## config.mk

```make
export PLATFORM = sky130hd
export DESIGN_NAME = dbgms_pin
export DESIGN_NICKNAME = d
export VERILOG_FILES = /design/src/dbgms_pin.v
export VERILOG_INCLUDE_DIRS = /design/src
export SDC_FILE = /design/constraint.sdc
export NUM_CORES = 1
export LEC_CHECK = 0
export BUFFER_PORTS_ARGS = -buffer_cell sky130_fd_sc_hd__buf_2
export CAP_MARGIN = 20
export CORE_ASPECT_RATIO = 0.6
export CORE_MARGIN = 5
export CORE_UTILIZATION = 30
export DETAILED_ROUTE_END_ITERATION = 6
export PLACE_DENSITY = 0.5
export SETUP_SLACK_MARGIN = 0.02
export SLEW_MARGIN = 20
export SYNTH_ARGS = -nofsm -noshare
export SYNTH_HDL_FRONTEND = slang
export SYNTH_SLANG_ARGS = --single-unit
```

## constraint.sdc

```tcl
create_clock -name ref_clk -period 2.6 [get_ports ref_clk]
set_input_delay 0.52 -clock ref_clk [delete_from_list [all_inputs] [get_ports ref_clk]]
set_output_delay 0.52 -clock ref_clk [all_outputs]
set_load 0.1 [all_outputs]
```

## src/dbgms_map.vh

```
/*
 * Constants for the shared debug / mode-select pin logic.
 * Assumes inclusion by the single design file that uses them.
 */
`ifndef DBGMS_MAP_VH
`define DBGMS_MAP_VH

// Debug clock cycles in one bit time on the serial link.
`define DBGMS_BIT_CYCLES 5'h10
// Width of the bit-time counter.
`define DBGMS_CNT_W 5
// Cycle within the bit time at which the device samples the line.
`define DBGMS_SAMPLE_AT 5'h0a
// Cycle within the bit time at which the device releases a driven low.
`define DBGMS_LOW_END 5'h0d
// Length of the actively driven high speedup pulse, in cycles.
`define DBGMS_SPEEDUP 5'h01
// Cycle within the bit time at which a one ends its short low.
`define DBGMS_ONE_LOW_END 5'h00
// Counter start value and counter step.
`define DBGMS_CNT_ZERO 5'h00
`define DBGMS_CNT_ONE 5'h01
// Level of the pin that selects normal mode.
`define DBGMS_MS_NORMAL 1'h1

`endif

```

## src/dbgms_pin.v

```verilog
/*
 * Shared background-debug / mode-select pin logic.
 * Assumes one 10 MHz debug clock that also clocks the debug controller, a synchronous
 * active-high reset, and an open-drain pin resolved outside from the enable.
 */
// Behaviour
// - During power-on or debug-forced reset the pin is only a mode-select input.
// - Once any reset ends the pin becomes the serial debug line.
// - An undriven, pulled-up pin gives normal mode at the end of the reset.
// - A host holding the pin low at that reset puts the device in background mode.
// - Each bit time on the link lasts sixteen debug clock cycles.
// - The host sizes its bit timing for a debug clock as fast as the bus clock.
// - The line is pseudo open-drain with short driven-high speedup pulses.
`timescale 1ns/1ns
`include "dbgms_map.vh"

module dbgms_pin
(
	// Clock and reset.
	input wire ref_clk,
	input wire sys_rst,
	// Reset causes; mode_reset marks power-on or debug-forced reset.
	input wire mode_reset,
	// Pin, split into level, output and enable.
	input wire debug_mode_select_pin_i,
	output reg debug_mode_select_pin_o,
	output reg debug_mode_select_pin_oe,
	// Mode result.
	output reg debug_serial_pin_mode_r,
	output reg debug_serial_active_r,
	// Debug controller side: one bit per request.
	input wire tx_req,
	input wire tx_bit,
	input wire rx_req,
	output reg busy_r,
	output reg rx_valid_r,
	output reg rx_bit_r
);

////////////////////////////////////////////////////////////////////////////////
// Mode capture.

reg mode_rst_seen_r;
reg ms_level_r;

always @(posedge ref_clk)
begin
	if (sys_rst)
	begin
		debug_serial_active_r <= 1'h0;
		if (mode_reset)
			mode_rst_seen_r <= 1'h1;
		ms_level_r <= debug_mode_select_pin_i;
	end
	else
	begin
		debug_serial_active_r <= 1'h1;
		mode_rst_seen_r <= 1'h0;
	end
end

always @(posedge ref_clk)
begin
	if (!sys_rst && mode_rst_seen_r)
		debug_serial_pin_mode_r <= (ms_level_r != `DBGMS_MS_NORMAL);
	else if (sys_rst && mode_reset)
		debug_serial_pin_mode_r <= 1'h0;
end

////////////////////////////////////////////////////////////////////////////////
// Serial bit engine.

localparam ST_IDLE = 3'h1;
localparam ST_TX = 3'h2;
localparam ST_RX = 3'h4;

reg [2:0] state_r;
reg [2:0] state_nxt;
reg [`DBGMS_CNT_W-1:0] cnt_r;
reg [`DBGMS_CNT_W-1:0] cnt_nxt;
reg bit_r;
reg bit_nxt;
reg busy_nxt;
reg rx_valid_nxt;
reg rx_bit_nxt;
reg pin_o_nxt;
reg pin_oe_nxt;

// Flags the last debug clock cycle of a bit time.
function last_cycle;
	input [`DBGMS_CNT_W-1:0] c;
	begin
		last_cycle = (c == `DBGMS_BIT_CYCLES - `DBGMS_CNT_ONE);
	end
endfunction

// Gives the cycle at which the driven high speedup pulse of a bit starts.
function [`DBGMS_CNT_W-1:0] rise_at;
	input b;
	begin
		if (b)
			rise_at = `DBGMS_ONE_LOW_END;
		else
			rise_at = `DBGMS_LOW_END;
	end
endfunction

////////////////////////////////////////////////////////////////////////////////
// Next-state logic of the bit engine.

always @*
begin
	state_nxt = state_r;
	cnt_nxt = cnt_r;
	bit_nxt = bit_r;
	busy_nxt = busy_r;
	rx_valid_nxt = 1'h0;
	rx_bit_nxt = rx_bit_r;
	pin_o_nxt = debug_mode_select_pin_o;
	pin_oe_nxt = debug_mode_select_pin_oe;
	case (state_r)
		ST_IDLE:
		begin
			cnt_nxt = `DBGMS_CNT_ZERO;
			pin_oe_nxt = 1'h0;
			if (tx_req)
			begin
				state_nxt = ST_TX;
				bit_nxt = tx_bit;
				busy_nxt = 1'h1;
				pin_o_nxt = 1'h0;
				pin_oe_nxt = 1'h1;
			end
			else if (rx_req)
			begin
				state_nxt = ST_RX;
				busy_nxt = 1'h1;
			end
		end
		ST_TX:
		begin
			cnt_nxt = cnt_r + `DBGMS_CNT_ONE;
			if (cnt_r == rise_at(bit_r))
			begin
				pin_o_nxt = 1'h1;
				pin_oe_nxt = 1'h1;
			end
			else if (cnt_r == rise_at(bit_r) + `DBGMS_SPEEDUP)
			begin
				pin_o_nxt = 1'h0;
				pin_oe_nxt = 1'h0;
			end
			if (last_cycle(cnt_r))
			begin
				state_nxt = ST_IDLE;
				busy_nxt = 1'h0;
				pin_oe_nxt = 1'h0;
			end
		end
		ST_RX:
		begin
			cnt_nxt = cnt_r + `DBGMS_CNT_ONE;
			if (cnt_r == `DBGMS_SAMPLE_AT)
				rx_bit_nxt = debug_mode_select_pin_i;
			if (last_cycle(cnt_r))
			begin
				state_nxt = ST_IDLE;
				busy_nxt = 1'h0;
				rx_valid_nxt = 1'h1;
			end
		end
		default:
		begin
			state_nxt = ST_IDLE;
			busy_nxt = 1'h0;
			pin_oe_nxt = 1'h0;
		end
	endcase
end

////////////////////////////////////////////////////////////////////////////////
// Registers of the bit engine.

always @(posedge ref_clk)
begin
	if (sys_rst)
	begin
		state_r <= ST_IDLE;
		cnt_r <= `DBGMS_CNT_ZERO;
		bit_r <= 1'h0;
		busy_r <= 1'h0;
		rx_valid_r <= 1'h0;
		rx_bit_r <= 1'h0;
		debug_mode_select_pin_o <= 1'h0;
		debug_mode_select_pin_oe <= 1'h0;
	end
	else
	begin
		state_r <= state_nxt;
		cnt_r <= cnt_nxt;
		bit_r <= bit_nxt;
		busy_r <= busy_nxt;
		rx_valid_r <= rx_valid_nxt;
		rx_bit_r <= rx_bit_nxt;
		debug_mode_select_pin_o <= pin_o_nxt;
		debug_mode_select_pin_oe <= pin_oe_nxt;
	end
end

endmodule // dbgms_pin

```

* Yosys cells after proc, flatten, opt, wreduce, memory -nomap -nowiden
Index checks and enable logic that the tools add are counted.
W data, S select, Z words.
** Word-level totals
- Input bits :: 7
- Register bits :: 18
- Logic and storage cells :: 65
- Output and inout bits :: 7
** Cells by class
- Multiplexer cells :: 24
- Bitwise operators :: 2
- Reductions and logical operators :: 13
- $add $sub $neg :: 2
- Eq/ne operators :: 12
** Operators by type and width (number)
- $mux W5 :: 3
- $mux W1 :: 12
- $add A5 B1 Y5 const B :: 2
- $eq A5 B4 Y1 const B :: 2
- $eq A5 B5 Y1 :: 2
- $pmux W5 S2 :: 1
- $mux W3 :: 3
- $reduce_and A2 Y1 :: 4
- $ne A3 B3 Y1 const B :: 2
- $pmux W3 S2 :: 1
- $reduce_bool A2 Y1 :: 3
- $mux W4 :: 1
- $ne A4 B4 Y1 const B :: 1
- $pmux W1 S2 :: 2
- $reduce_or A2 Y1 :: 2
- $eq A3 B1 Y1 const B :: 1
- $eq A3 B2 Y1 const B :: 1
- $eq A3 B3 Y1 const B :: 1
- $pmux W1 S3 :: 1
- $reduce_and A3 Y1 :: 1
- $logic_and A1 B1 Y1 :: 2
- $ne A2 B1 Y1 const B :: 1
- $ne A2 B2 Y1 const B :: 1
- $not A1 Y1 :: 2
- $logic_not A1 Y1 :: 1

* Logic depth before layout (Yosys ltp)
Gate-level depths: netlist of the first run.
- Depth in word-level cells :: 11
- Depth in mapped cells :: 7

* Least setup slack after synthesis of the first run
OpenSTA, ideal clock, no wires.
- Kind :: register to register
- From :: reg cnt_r[0]
- To :: reg debug_mode_select_pin_oe
- Arrival :: 1.484 ns
- Period minus slack after synthesis :: 1.564 ns
- Library setup time :: 0.079 ns
- Data required time :: 2.521 ns
- Path slack :: 1.036 ns
- Stages on the path, launching flop included :: 8
- Buffers on the path :: 0
- Cell sequence :: dfxtp_1 ha_1 and3_1 ha_1 or2b_1 o22ai_1 a21oi_1 nor3_1
** Between the ends
- Cells in the longest elaborated chain, start to end :: 4
- Elaborated cells on any way between the ends :: 8
- Those cells by class :: eq/ne: 4; mux: 3; reduce/logical: 1
** RTL lines
- start: declaration :: line dbgms_pin.v:79 : reg [`DBGMS_CNT_W-1:0] cnt_r;
- start signal: assignment :: line dbgms_pin.v:189 : cnt_r <= `DBGMS_CNT_ZERO;
- start signal: assignment :: line dbgms_pin.v:200 : cnt_r <= cnt_nxt;
- $eq A5 B5 Y1 :: line dbgms_pin.v:143 : if (cnt_r == rise_at(bit_r))
- $mux W1 :: line dbgms_pin.v:143
- $mux W1 :: line dbgms_pin.v:153 : if (last_cycle(cnt_r))
- $pmux W1 S3 :: line dbgms_pin.v:121 : case (state_r)
- end signal: assignment :: line dbgms_pin.v:206 : debug_mode_select_pin_oe <= pin_oe_nxt;
- end: declaration :: line dbgms_pin.v:27 : output reg debug_mode_select_pin_oe,
Parallel ways exist; a longest one is shown, timed or not.
A chain may end at the register's enable or synchronous reset.

* Worst setup path after layout of the first run
Same ends and word-level chain as after synthesis.

==> report_table.html, run 1 <==
<table>
<tr><th>Metric</th><th>Value</th></tr>
<tr><th colspan="2">Clocking</th></tr>
<tr><td>Number of H-tree levels</td><td>1</td></tr>
<tr><td>Number of clock sinks seen by CTS</td><td>18</td></tr>
<tr><td>Insertion delay to the later sink of the worst-skew pair</td><td>0.25 ns</td></tr>
<tr><td>Number of buffers between clock root and the deepest sink</td><td>2</td></tr>
<tr><td>Clock tree from TritonCTS</td><td>built</td></tr>
<tr><td>Setup repair bufs after CTS</td><td>0</td></tr>
<tr><td>Number of hold buffers added after CTS</td><td>0</td></tr>
<tr><td>CTS root buf</td><td>sky130_fd_sc_hd__clkbuf_8</td></tr>
<tr><td>Clock input transition at the sequential cells of the worst setup and hold paths</td><td>0.07 ns</td></tr>
<tr><td>Clock buffers created by TritonCTS</td><td>3</td></tr>
<tr><td>Post-cts resize count</td><td>0</td></tr>
<tr><th colspan="2">Synth</th></tr>
<tr><td>Synth Warn #</td><td>0</td></tr>
<tr><td>Top FF cell, synth</td><td>sky130_fd_sc_hd__dfxtp_1</td></tr>
<tr><td>Post-Synthesis Cell Area</td><td>908.4 sq um</td></tr>
<tr><td>Proportion of synthesized chip area in sequential cells</td><td>0.4187</td></tr>
<tr><td>Gate Count Post-Synth</td><td>102</td></tr>
<tr><td>Proportion of synthesized flip-flops having asynchronous set or reset</td><td>0</td></tr>
<tr><td>Average instance area after synthesis</td><td>8.906 sq um</td></tr>
<tr><td>Number of synthesized register bits</td><td>18</td></tr>
<tr><td>Total nets after synthesis</td><td>112</td></tr>
<tr><td>Post-synthesis cell type count</td><td>42</td></tr>
<tr><td>EDFF count, synth</td><td>2</td></tr>
<tr><th colspan="2">Critical path</th></tr>
<tr><td>Critical Path Start Type</td><td>register</td></tr>
<tr><td>CP endpoint kind</td><td>register</td></tr>
<tr><td>Crit Path Category</td><td>reg2reg</td></tr>
<tr><td>Required time at the worst-slack endpoint</td><td>2.78 ns</td></tr>
<tr><td>Largest fanout on the critical path</td><td>9</td></tr>
<tr><td>Register-to-register setup slack</td><td>0.87 ns</td></tr>
<tr><td>Worst endpoint data arrival time</td><td>1.91 ns</td></tr>
<tr><th colspan="2">Routing</th></tr>
<tr><td>Avg WL per Cell</td><td>13.17 microns</td></tr>
<tr><td>Final WL</td><td>2.068 mm</td></tr>
<tr><td>Vias per inst</td><td>4.936</td></tr>
<tr><td>Remaining number of nets flagged by the antenna check after routing</td><td>0</td></tr>
<tr><td>Initial detailed-routing violation count</td><td>57</td></tr>
<tr><td>Routed vias</td><td>775</td></tr>
<tr><td>Residual DRC</td><td>0</td></tr>
<tr><td>Pre-antenna DRT Iters</td><td>4</td></tr>
<tr><th colspan="2">Pwr</th></tr>
<tr><td>Static Leakage</td><td>0.4144 nW</td></tr>
<tr><td>Power per cell area</td><td>658.3 nW/um^2</td></tr>
<tr><td>Peak supply drop</td><td>0.2326 mV</td></tr>
<tr><th colspan="2">Cells and area</th></tr>
<tr><td>Final core area utilization</td><td>0.3623</td></tr>
<tr><td>Most common cell after layout, fill and taps aside</td><td>sky130_fd_sc_hd__dfxtp_1</td></tr>
<tr><td>Layout Area Growth over Synthesis</td><td>15.29%</td></tr>
<tr><td>Layout net count</td><td>126</td></tr>
<tr><td>Share of layout cells above drive strength 1</td><td>0.1826</td></tr>
<tr><td>Area taken by multi-input logic gates</td><td>478.0 sq um</td></tr>
<tr><td>Seq. cell area</td><td>380.4 sq um</td></tr>
<tr><td>Fill cells</td><td>319</td></tr>
<tr><td>Most frequent cells in the layout</td><td>sky130_fd_sc_hd__dfxtp_1, sky130_fd_sc_hd__buf_2, sky130_fd_sc_hd__nand2_1</td></tr>
<tr><td>Antenna fix cells</td><td>0</td></tr>
<tr><th colspan="2">Floorplanning</th></tr>
<tr><td>Starting density of the core</td><td>0.3143</td></tr>
<tr><td>Die Y-Extent</td><td>52.63 microns</td></tr>
<tr><td>Core Area</td><td>2890 sq um</td></tr>
<tr><td>I/O pin total</td><td>14</td></tr>
<tr><td>Die area</td><td>4265 sq um</td></tr>
<tr><td>Row count</td><td>15</td></tr>
<tr><td>Die width</td><td>81.04 microns</td></tr>
<tr><th colspan="2">Timing</th></tr>
<tr><td>Final hold vios</td><td>0</td></tr>
<tr><td>RSZ-0062 raised after global routing</td><td>no</td></tr>
<tr><td>Max Transition Viols Final</td><td>0</td></tr>
<tr><td>Sum of negative setup slack</td><td>0 ns</td></tr>
<tr><td>Slew headroom</td><td>0.6776</td></tr>
<tr><td>Max Clock Freq</td><td>0.5782 GHz</td></tr>
<tr><td>Worst Skew</td><td>0.001887 ns</td></tr>
<tr><td>Minimum period implied by the final worst setup slack</td><td>1.730 ns</td></tr>
<tr><td>Share of the clock period used by the worst path</td><td>0.6652</td></tr>
<tr><td>Total setup violations reported at the end of the flow</td><td>0</td></tr>
<tr><td>Actual transition at the worst max-transition pin</td><td>0.4869 ns</td></tr>
<tr><th colspan="2">Global route</th></tr>
<tr><td>Number of antenna violations at the first check in global routing</td><td>0</td></tr>
<tr><td>Global-route wire length before repair</td><td>3.353 mm</td></tr>
<tr><td>Pin count of the biggest net entering global routing</td><td>14</td></tr>
<tr><td>Number of global-route vias before repair</td><td>682</td></tr>
<tr><td>GR Util All Layers</td><td>0.1051</td></tr>
<tr><td>Final global-route overflow total</td><td>0</td></tr>
<tr><th colspan="2">Hold path</th></tr>
<tr><td>Class of the most critical hold timing path</td><td>reg2reg</td></tr>
<tr><th colspan="2">Status</th></tr>
<tr><td>Status</td><td>complete, no violations</td></tr>
<tr><th colspan="2">Placement</th></tr>
<tr><td>Dpl hpwl</td><td>1.543 mm</td></tr>
<tr><td>Port-buffer cells</td><td>13</td></tr>
<tr><td>GPL Wtd Cong</td><td>0.8265</td></tr>
<tr><th colspan="2">Job</th></tr>
<tr><td>Number of max-cap violations</td><td>0</td></tr>
</table>
## critical path, cell delays in order (launching register included)
cell,delay [ns]
sky130_fd_sc_hd__dfxtp_1,0.39
sky130_fd_sc_hd__ha_1,0.26
sky130_fd_sc_hd__and3_1,0.19
sky130_fd_sc_hd__ha_1,0.19
sky130_fd_sc_hd__or2b_1,0.24
sky130_fd_sc_hd__o22ai_1,0.12
sky130_fd_sc_hd__a21oi_1,0.09
sky130_fd_sc_hd__nor3_1,0.17
## final cells by class
type	count	area share
Clock inverter	1	0.003584
Sequential cell	18	0.3632
Multi-Input combinational cell	73	0.4564
Timing Repair Buffer	13	0.06213
Tap cell	42	0.05018
Inverter	7	0.02509
Clock buffer	3	0.03943
## cell families (layout without fill, tap and decap cells)
group	after synthesis	after routing	share of synthesized area
buffers and inverters	11	24	0.05509
flip-flops	18	18	0.4187
AO/OA/AOI/OAI	31	31	0.2232
AND/OR/NAND/NOR	36	36	0.2218
adder cells (fa/ha/maj)	3	3	0.04133
multiplexers	2	2	0.02204
XOR/XNOR	1	1	0.01791
## report_power, final
group	internal (mW)	total, mW	leakage (nW)	switching [mW]
combinational	0.0475	0.159	0.241	0.111
clock	0.105	0.203	0.0231	0.0984
sequential	0.300	0.327	0.150	0.0271
## per-layer routing
layer,vias up,wire length (microns),global-route usage
li1,399,-,-
met4,0,7,0.01685
met1,354,1098,0.1510
met2,20,796,0.1403
met3,2,166,0.04983
met5,-,0,0
## Yosys cell counts (2+ instances only)
cell	count	share of area
sky130_fd_sc_hd__a211oi_1	4	0.033
sky130_fd_sc_hd__dfxtp_1	16	0.35
sky130_fd_sc_hd__o21ai_0	7	0.039
sky130_fd_sc_hd__a21oi_1	6	0.033
sky130_fd_sc_hd__nor3b_1	2	0.017
sky130_fd_sc_hd__nor4_1	2	0.014
sky130_fd_sc_hd__and3_1	2	0.014
sky130_fd_sc_hd__nor3_1	4	0.022
sky130_fd_sc_hd__edfxtp_1	2	0.066
sky130_fd_sc_hd__ha_1	3	0.041
sky130_fd_sc_hd__inv_1	6	0.025
sky130_fd_sc_hd__or2_1	2	0.014
sky130_fd_sc_hd__o21a_1	2	0.017
sky130_fd_sc_hd__buf_2	2	0.011
sky130_fd_sc_hd__mux2i_1	2	0.022
sky130_fd_sc_hd__nand2_1	8	0.033
sky130_fd_sc_hd__nor2_1	6	0.025
sky130_fd_sc_hd__nand4_1	2	0.014
## sequential cells by signal (all words and copies together) (netlist names)
name	flops
bit_r	1
busy_r	1
cnt_r	5
debug_mode_select_pin_o	1
debug_mode_select_pin_oe	1
debug_serial_active_r	1
debug_serial_pin_mode_r	1
mode_rst_seen_r	1
ms_level_r	1
rx_bit_r	1
rx_valid_r	1
state_r	3
## through the flow
step,total power [mW],hold slack [ns],cell area (sq um),std cells,setup WS (ns)
detailed placement,0.4925,0.4509,1002,153,0.8918
finish,0.6894,0.4636,1047,157,0.8705
global placement,0.4913,0.4433,1002,153,0.9149
CTS,0.6971,0.4576,1047,157,0.8783
global route,0.7328,0.4428,1047,157,0.7369
floorplan,0.4583,0.4378,908.4,102,1.036
## path summary, 6_finish.rpt
check	startpoint	to	cells after the start
setup / recovery	cnt_r[0]	debug_mode_select_pin_oe	7
hold / removal	busy_r	busy_r	1
setup reg to reg	cnt_r[0]	debug_mode_select_pin_oe	7
hold reg to reg	busy_r	busy_r	1
No activity file was read; power rests on OpenSTA's default activity.
==> run 2: changes to the inputs <==
PLACE_DENSITY = 0.51   (was 0.5)
clock period = 1.5 ns   (was 2.6 ns; I/O delays follow)
==> run 2 against run 1 <==
Compared with the run above: core utilization increased by 4.4 points; clock power increased by 73%; design area increased by 12%; largest cell class unchanged; critical path type unchanged; maximum frequency increased by 17%; sequential share of layout area decreased by 3.4 points; setup slack got worse by 0.85 ns.
==> report_table.html, run 2 (synthesized netlist as in run 1, its figures left out) <==
<table>
<tr><th>Metric</th><th>Value</th></tr>
<tr><th colspan="2">Critical path</th></tr>
<tr><td>Critical R2R Launch</td><td>cnt_r[1]</td></tr>
<tr><td>Cell with the biggest individual delay on the critical path</td><td>sky130_fd_sc_hd__dfxtp_4</td></tr>
<tr><td>Most numerous cell on the critical path</td><td>sky130_fd_sc_hd__ha_4</td></tr>
<tr><td>Worst Reg-to-Reg Cells</td><td>7 (unchanged)</td></tr>
<tr><td>Critical Path Start Type</td><td>register</td></tr>
<tr><td>Crit Path Category</td><td>reg2reg</td></tr>
<tr><td>Worst endpoint data arrival time</td><td>1.66 ns (-0.25 ns)</td></tr>
<tr><td>CP endpoint kind</td><td>register</td></tr>
<tr><td>Startpoint of the most critical setup path</td><td>cnt_r[1]</td></tr>
<tr><td>Required time at the worst-slack endpoint</td><td>1.68 ns (-1.10 ns)</td></tr>
<tr><td>Register-to-register setup slack</td><td>0.02 ns (-0.85 ns)</td></tr>
<tr><td>Largest fanout on the critical path</td><td>2 (-7)</td></tr>
<tr><td>Destination of the critical timing path</td><td>debug_mode_select_pin_oe</td></tr>
<tr><td>End of the worst register-to-register path</td><td>debug_mode_select_pin_oe</td></tr>
<tr><td>Stage delay of the slowest cell on the critical path</td><td>0.35 ns (-0.04 ns)</td></tr>
<tr><td>List of cells traversed by the critical path</td><td>ha_4 &gt; and3_4 &gt; ha_4 &gt; or2b_1 &gt; o22ai_2 &gt; a21oi_1 &gt; nor3_1</td></tr>
<tr><th colspan="2">Timing</th></tr>
<tr><td>Minimum period implied by the final worst setup slack</td><td>1.483 ns (-0.2462 ns)</td></tr>
<tr><td>Slew headroom</td><td>0.6766 (-0.001015)</td></tr>
<tr><td>RSZ-0062 raised after global routing</td><td>yes</td></tr>
<tr><td>Share of the clock period used by the worst path</td><td>0.9889 (+0.3237)</td></tr>
<tr><td>Final hold vios</td><td>0 (unchanged)</td></tr>
<tr><td>Max Clock Freq</td><td>0.6742 GHz (+17%)</td></tr>
<tr><td>Actual transition at the worst max-transition pin</td><td>0.4885 ns (+0.001533 ns)</td></tr>
<tr><td>Worst Skew</td><td>0.003946 ns (+0.002059 ns)</td></tr>
<tr><td>Max Transition Viols Final</td><td>0 (unchanged)</td></tr>
<tr><td>Total setup violations reported at the end of the flow</td><td>0 (unchanged)</td></tr>
<tr><th colspan="2">Cells and area</th></tr>
<tr><td>Fill cells</td><td>303 (-5.0%)</td></tr>
<tr><td>Layout Area Growth over Synthesis</td><td>29.34%</td></tr>
<tr><td>Register with the most flip-flops</td><td>cnt_r</td></tr>
<tr><td>Most frequent cells in the layout</td><td>sky130_fd_sc_hd__dfxtp_1, sky130_fd_sc_hd__buf_2, sky130_fd_sc_hd__nand2_1, sky130_fd_sc_hd__buf_4, sky130_fd_sc_hd__o21ai_0</td></tr>
<tr><td>Final core area utilization</td><td>0.4065 (+0.04416)</td></tr>
<tr><td>Antenna fix cells</td><td>0 (unchanged)</td></tr>
<tr><td>Post-Layout Inst Area</td><td>1175 sq um (+12%)</td></tr>
<tr><td>Share of layout cells above drive strength 1</td><td>0.3171 (+0.1345)</td></tr>
<tr><td>Biggest registers after layout</td><td>cnt_r x5, state_r x3</td></tr>
<tr><td>Largest register FFs</td><td>5 (unchanged)</td></tr>
<tr><td>Layout net count</td><td>134 (+6.3%)</td></tr>
<tr><th colspan="2">Routing</th></tr>
<tr><td>Pre-antenna DRT Iters</td><td>4 (unchanged)</td></tr>
<tr><td>Met1 Routed Length</td><td>1.211 mm (+10%)</td></tr>
<tr><td>Vias per inst</td><td>5.012 (+1.5%)</td></tr>
<tr><td>Highest metal layer with signal wires</td><td>met4</td></tr>
<tr><td>Avg WL per Cell</td><td>13.17 microns (about the same)</td></tr>
<tr><td>Residual DRC</td><td>0 (unchanged)</td></tr>
<tr><td>Routed vias</td><td>827 (+6.7%)</td></tr>
<tr><td>Final WL</td><td>2.173 mm (+5.1%)</td></tr>
<tr><td>Initial detailed-routing violation count</td><td>48 (-16%)</td></tr>
<tr><td>Met3 layer wire length in the routed design</td><td>148 microns (-11%)</td></tr>
<tr><td>WL met2</td><td>804 microns (+1.0%)</td></tr>
<tr><td>Remaining number of nets flagged by the antenna check after routing</td><td>0 (unchanged)</td></tr>
<tr><th colspan="2">Placement</th></tr>
<tr><td>Port-buffer cells</td><td>13 (unchanged)</td></tr>
<tr><td>GPL Wtd Cong</td><td>0.7806 (-5.6%)</td></tr>
<tr><td>Dpl hpwl</td><td>1.617 mm (+4.7%)</td></tr>
<tr><td>Post-placement cell area</td><td>1081 sq um (+7.9%)</td></tr>
<tr><th colspan="2">Clocking</th></tr>
<tr><td>Number of hold buffers added after CTS</td><td>0 (unchanged)</td></tr>
<tr><td>CTS root buf</td><td>sky130_fd_sc_hd__clkbuf_8</td></tr>
<tr><td>Clock buffers created by TritonCTS</td><td>3 (unchanged)</td></tr>
<tr><td>Clock input transition at the sequential cells of the worst setup and hold paths</td><td>0.07 ns (about the same)</td></tr>
<tr><td>Clock tree from TritonCTS</td><td>built</td></tr>
<tr><td>Number of H-tree levels</td><td>1 (unchanged)</td></tr>
<tr><td>Number of buffers between clock root and the deepest sink</td><td>2 (unchanged)</td></tr>
<tr><td>Number of clock sinks seen by CTS</td><td>18 (unchanged)</td></tr>
<tr><td>Insertion delay to the later sink of the worst-skew pair</td><td>0.25 ns (about the same)</td></tr>
<tr><th colspan="2">Pwr</th></tr>
<tr><td>Power per cell area</td><td>1063 nW/um^2 (+61%)</td></tr>
<tr><td>Peak supply drop</td><td>0.5218 mV (+120%)</td></tr>
<tr><td>Relative contribution of sequential cells to total power</td><td>0.448 (-0.026)</td></tr>
<tr><td>Reported net switching power</td><td>0.4257 mW (+80%)</td></tr>
<tr><td>Share of total power consumed by net switching</td><td>0.3410 (-0.002589)</td></tr>
<tr><td>Internal power of the cells</td><td>0.8227 mW (+82%)</td></tr>
<tr><td>Design Power</td><td>1.248 mW (+81%)</td></tr>
<tr><td>Portion of total power attributed to combinational logic</td><td>0.271 (+0.041)</td></tr>
<tr><td>Static Leakage</td><td>0.4586 nW (+11%)</td></tr>
<tr><td>Clock power share</td><td>0.281 (-0.014)</td></tr>
<tr><th colspan="2">Status</th></tr>
<tr><td>Status</td><td>complete, no violations</td></tr>
<tr><th colspan="2">Floorplanning</th></tr>
<tr><td>Starting density of the core</td><td>0.3143 (unchanged)</td></tr>
<tr><td>Die width</td><td>81.04 microns (unchanged)</td></tr>
<tr><td>Die Y-Extent</td><td>52.63 microns (unchanged)</td></tr>
<tr><td>Die area</td><td>4265 sq um (unchanged)</td></tr>
<tr><td>I/O pin total</td><td>14 (unchanged)</td></tr>
<tr><td>Core Area</td><td>2890 sq um (unchanged)</td></tr>
<tr><td>Row count</td><td>15 (unchanged)</td></tr>
<tr><th colspan="2">Global route</th></tr>
<tr><td>GR Util All Layers</td><td>0.1157 (+0.01063)</td></tr>
<tr><td>Global-route wire length before repair</td><td>3.684 mm (+9.9%)</td></tr>
<tr><td>Final global-route overflow total</td><td>0 (unchanged)</td></tr>
<tr><td>Number of antenna violations at the first check in global routing</td><td>0 (unchanged)</td></tr>
<tr><td>Number of global-route vias before repair</td><td>751 (+10%)</td></tr>
<tr><td>Pin count of the biggest net entering global routing</td><td>14 (unchanged)</td></tr>
<tr><th colspan="2">Hold path</th></tr>
<tr><td>Class of the most critical hold timing path</td><td>in2reg</td></tr>
<tr><th colspan="2">Job</th></tr>
<tr><td>Number of max-cap violations</td><td>0 (unchanged)</td></tr>
</table>
[run 2: final cells by class]
| cell class | instances | area, sq um | area share |
|---|---|---|---|
| multi-input cells | 73 | 539.3 | 0.4590 |
| repair buffers | 21 | 125.1 | 0.1065 |
| clock buffers | 4 | 45.04 | 0.03834 |
| flip-flops and latches | 18 | 386.6 | 0.3291 |
| inverters | 7 | 26.28 | 0.02236 |
| well taps | 42 | 52.55 | 0.04473 |
[run 2: layer usage]
| metal | global-route usage | vias up |
|---|---|---|
| met5 | 0 | - |
| met4 | 0.008427 | 0 |
| met3 | 0.05155 | 2 |
| met2 | 0.1540 | 19 |
| met1 | 0.1728 | 390 |
| li1 | - | 416 |
[run 2: critical path: cells and delay by family (launching register included)]
| kind | cells | cell delay [ns] |
|---|---|---|
| AO/OA/AOI/OAI | 2 | 0.21 |
| adder cells (fa/ha/maj) | 2 | 0.30 |
| flip-flops | 1 | 0.35 |
| AND/OR/NAND/NOR | 3 | 0.54 |
[run 2: power groups by stage]
| stage | Clock, mW | Sequential, mW | Combinational [mW] |
|---|---|---|---|
| final | 0.351 | 0.559 | 0.338 |
| after global routing | 0.393 | 0.563 | 0.365 |
| after CTS | 0.362 | 0.555 | 0.326 |
| after detailed placement | 0 | 0.566 | 0.317 |
| after global placement | 0 | 0.566 | 0.321 |
| after floorplan | 0 | 0.633 | 0.163 |
[run 2: worst min path at each step]
stage / start / endpoint / slack, ns / cells after the start
CTS: debug_mode_select_pin_i / ms_level_r / 0.23 / 1
global placement: busy_r / busy_r / 0.45 / 1
floorplan: debug_mode_select_pin_i / ms_level_r / 0.40 / 0
finish: debug_mode_select_pin_i / ms_level_r / 0.23 / 1
detailed placement: busy_r / busy_r / 0.45 / 1
global route: debug_mode_select_pin_i / ms_level_r / 0.23 / 1
[run 2: stage by stage]
step | hold slack (ns) | instances | setup TNS (ns) | worst slack (ns)
after floorplan | 0.3989 | 102 | 0 | 0.02140
after global placement | 0.4519 | 161 | 0 | 0.006557
after detailed placement | 0.4528 | 161 | -0.01464 | -0.009861
after CTS | 0.2291 | 165 | 0 | 0.01406
after global routing | 0.2318 | 165 | -0.08171 | -0.04060
final | 0.2328 | 165 | 0 | 0.01670
[run 2: what timing repair did]
item,in CTS,in global routing
pin swaps,4,3
endpoints found under the setup margin,3,6
cloned,0,0
setup buffers,0,0
gates resized for setup,4,4
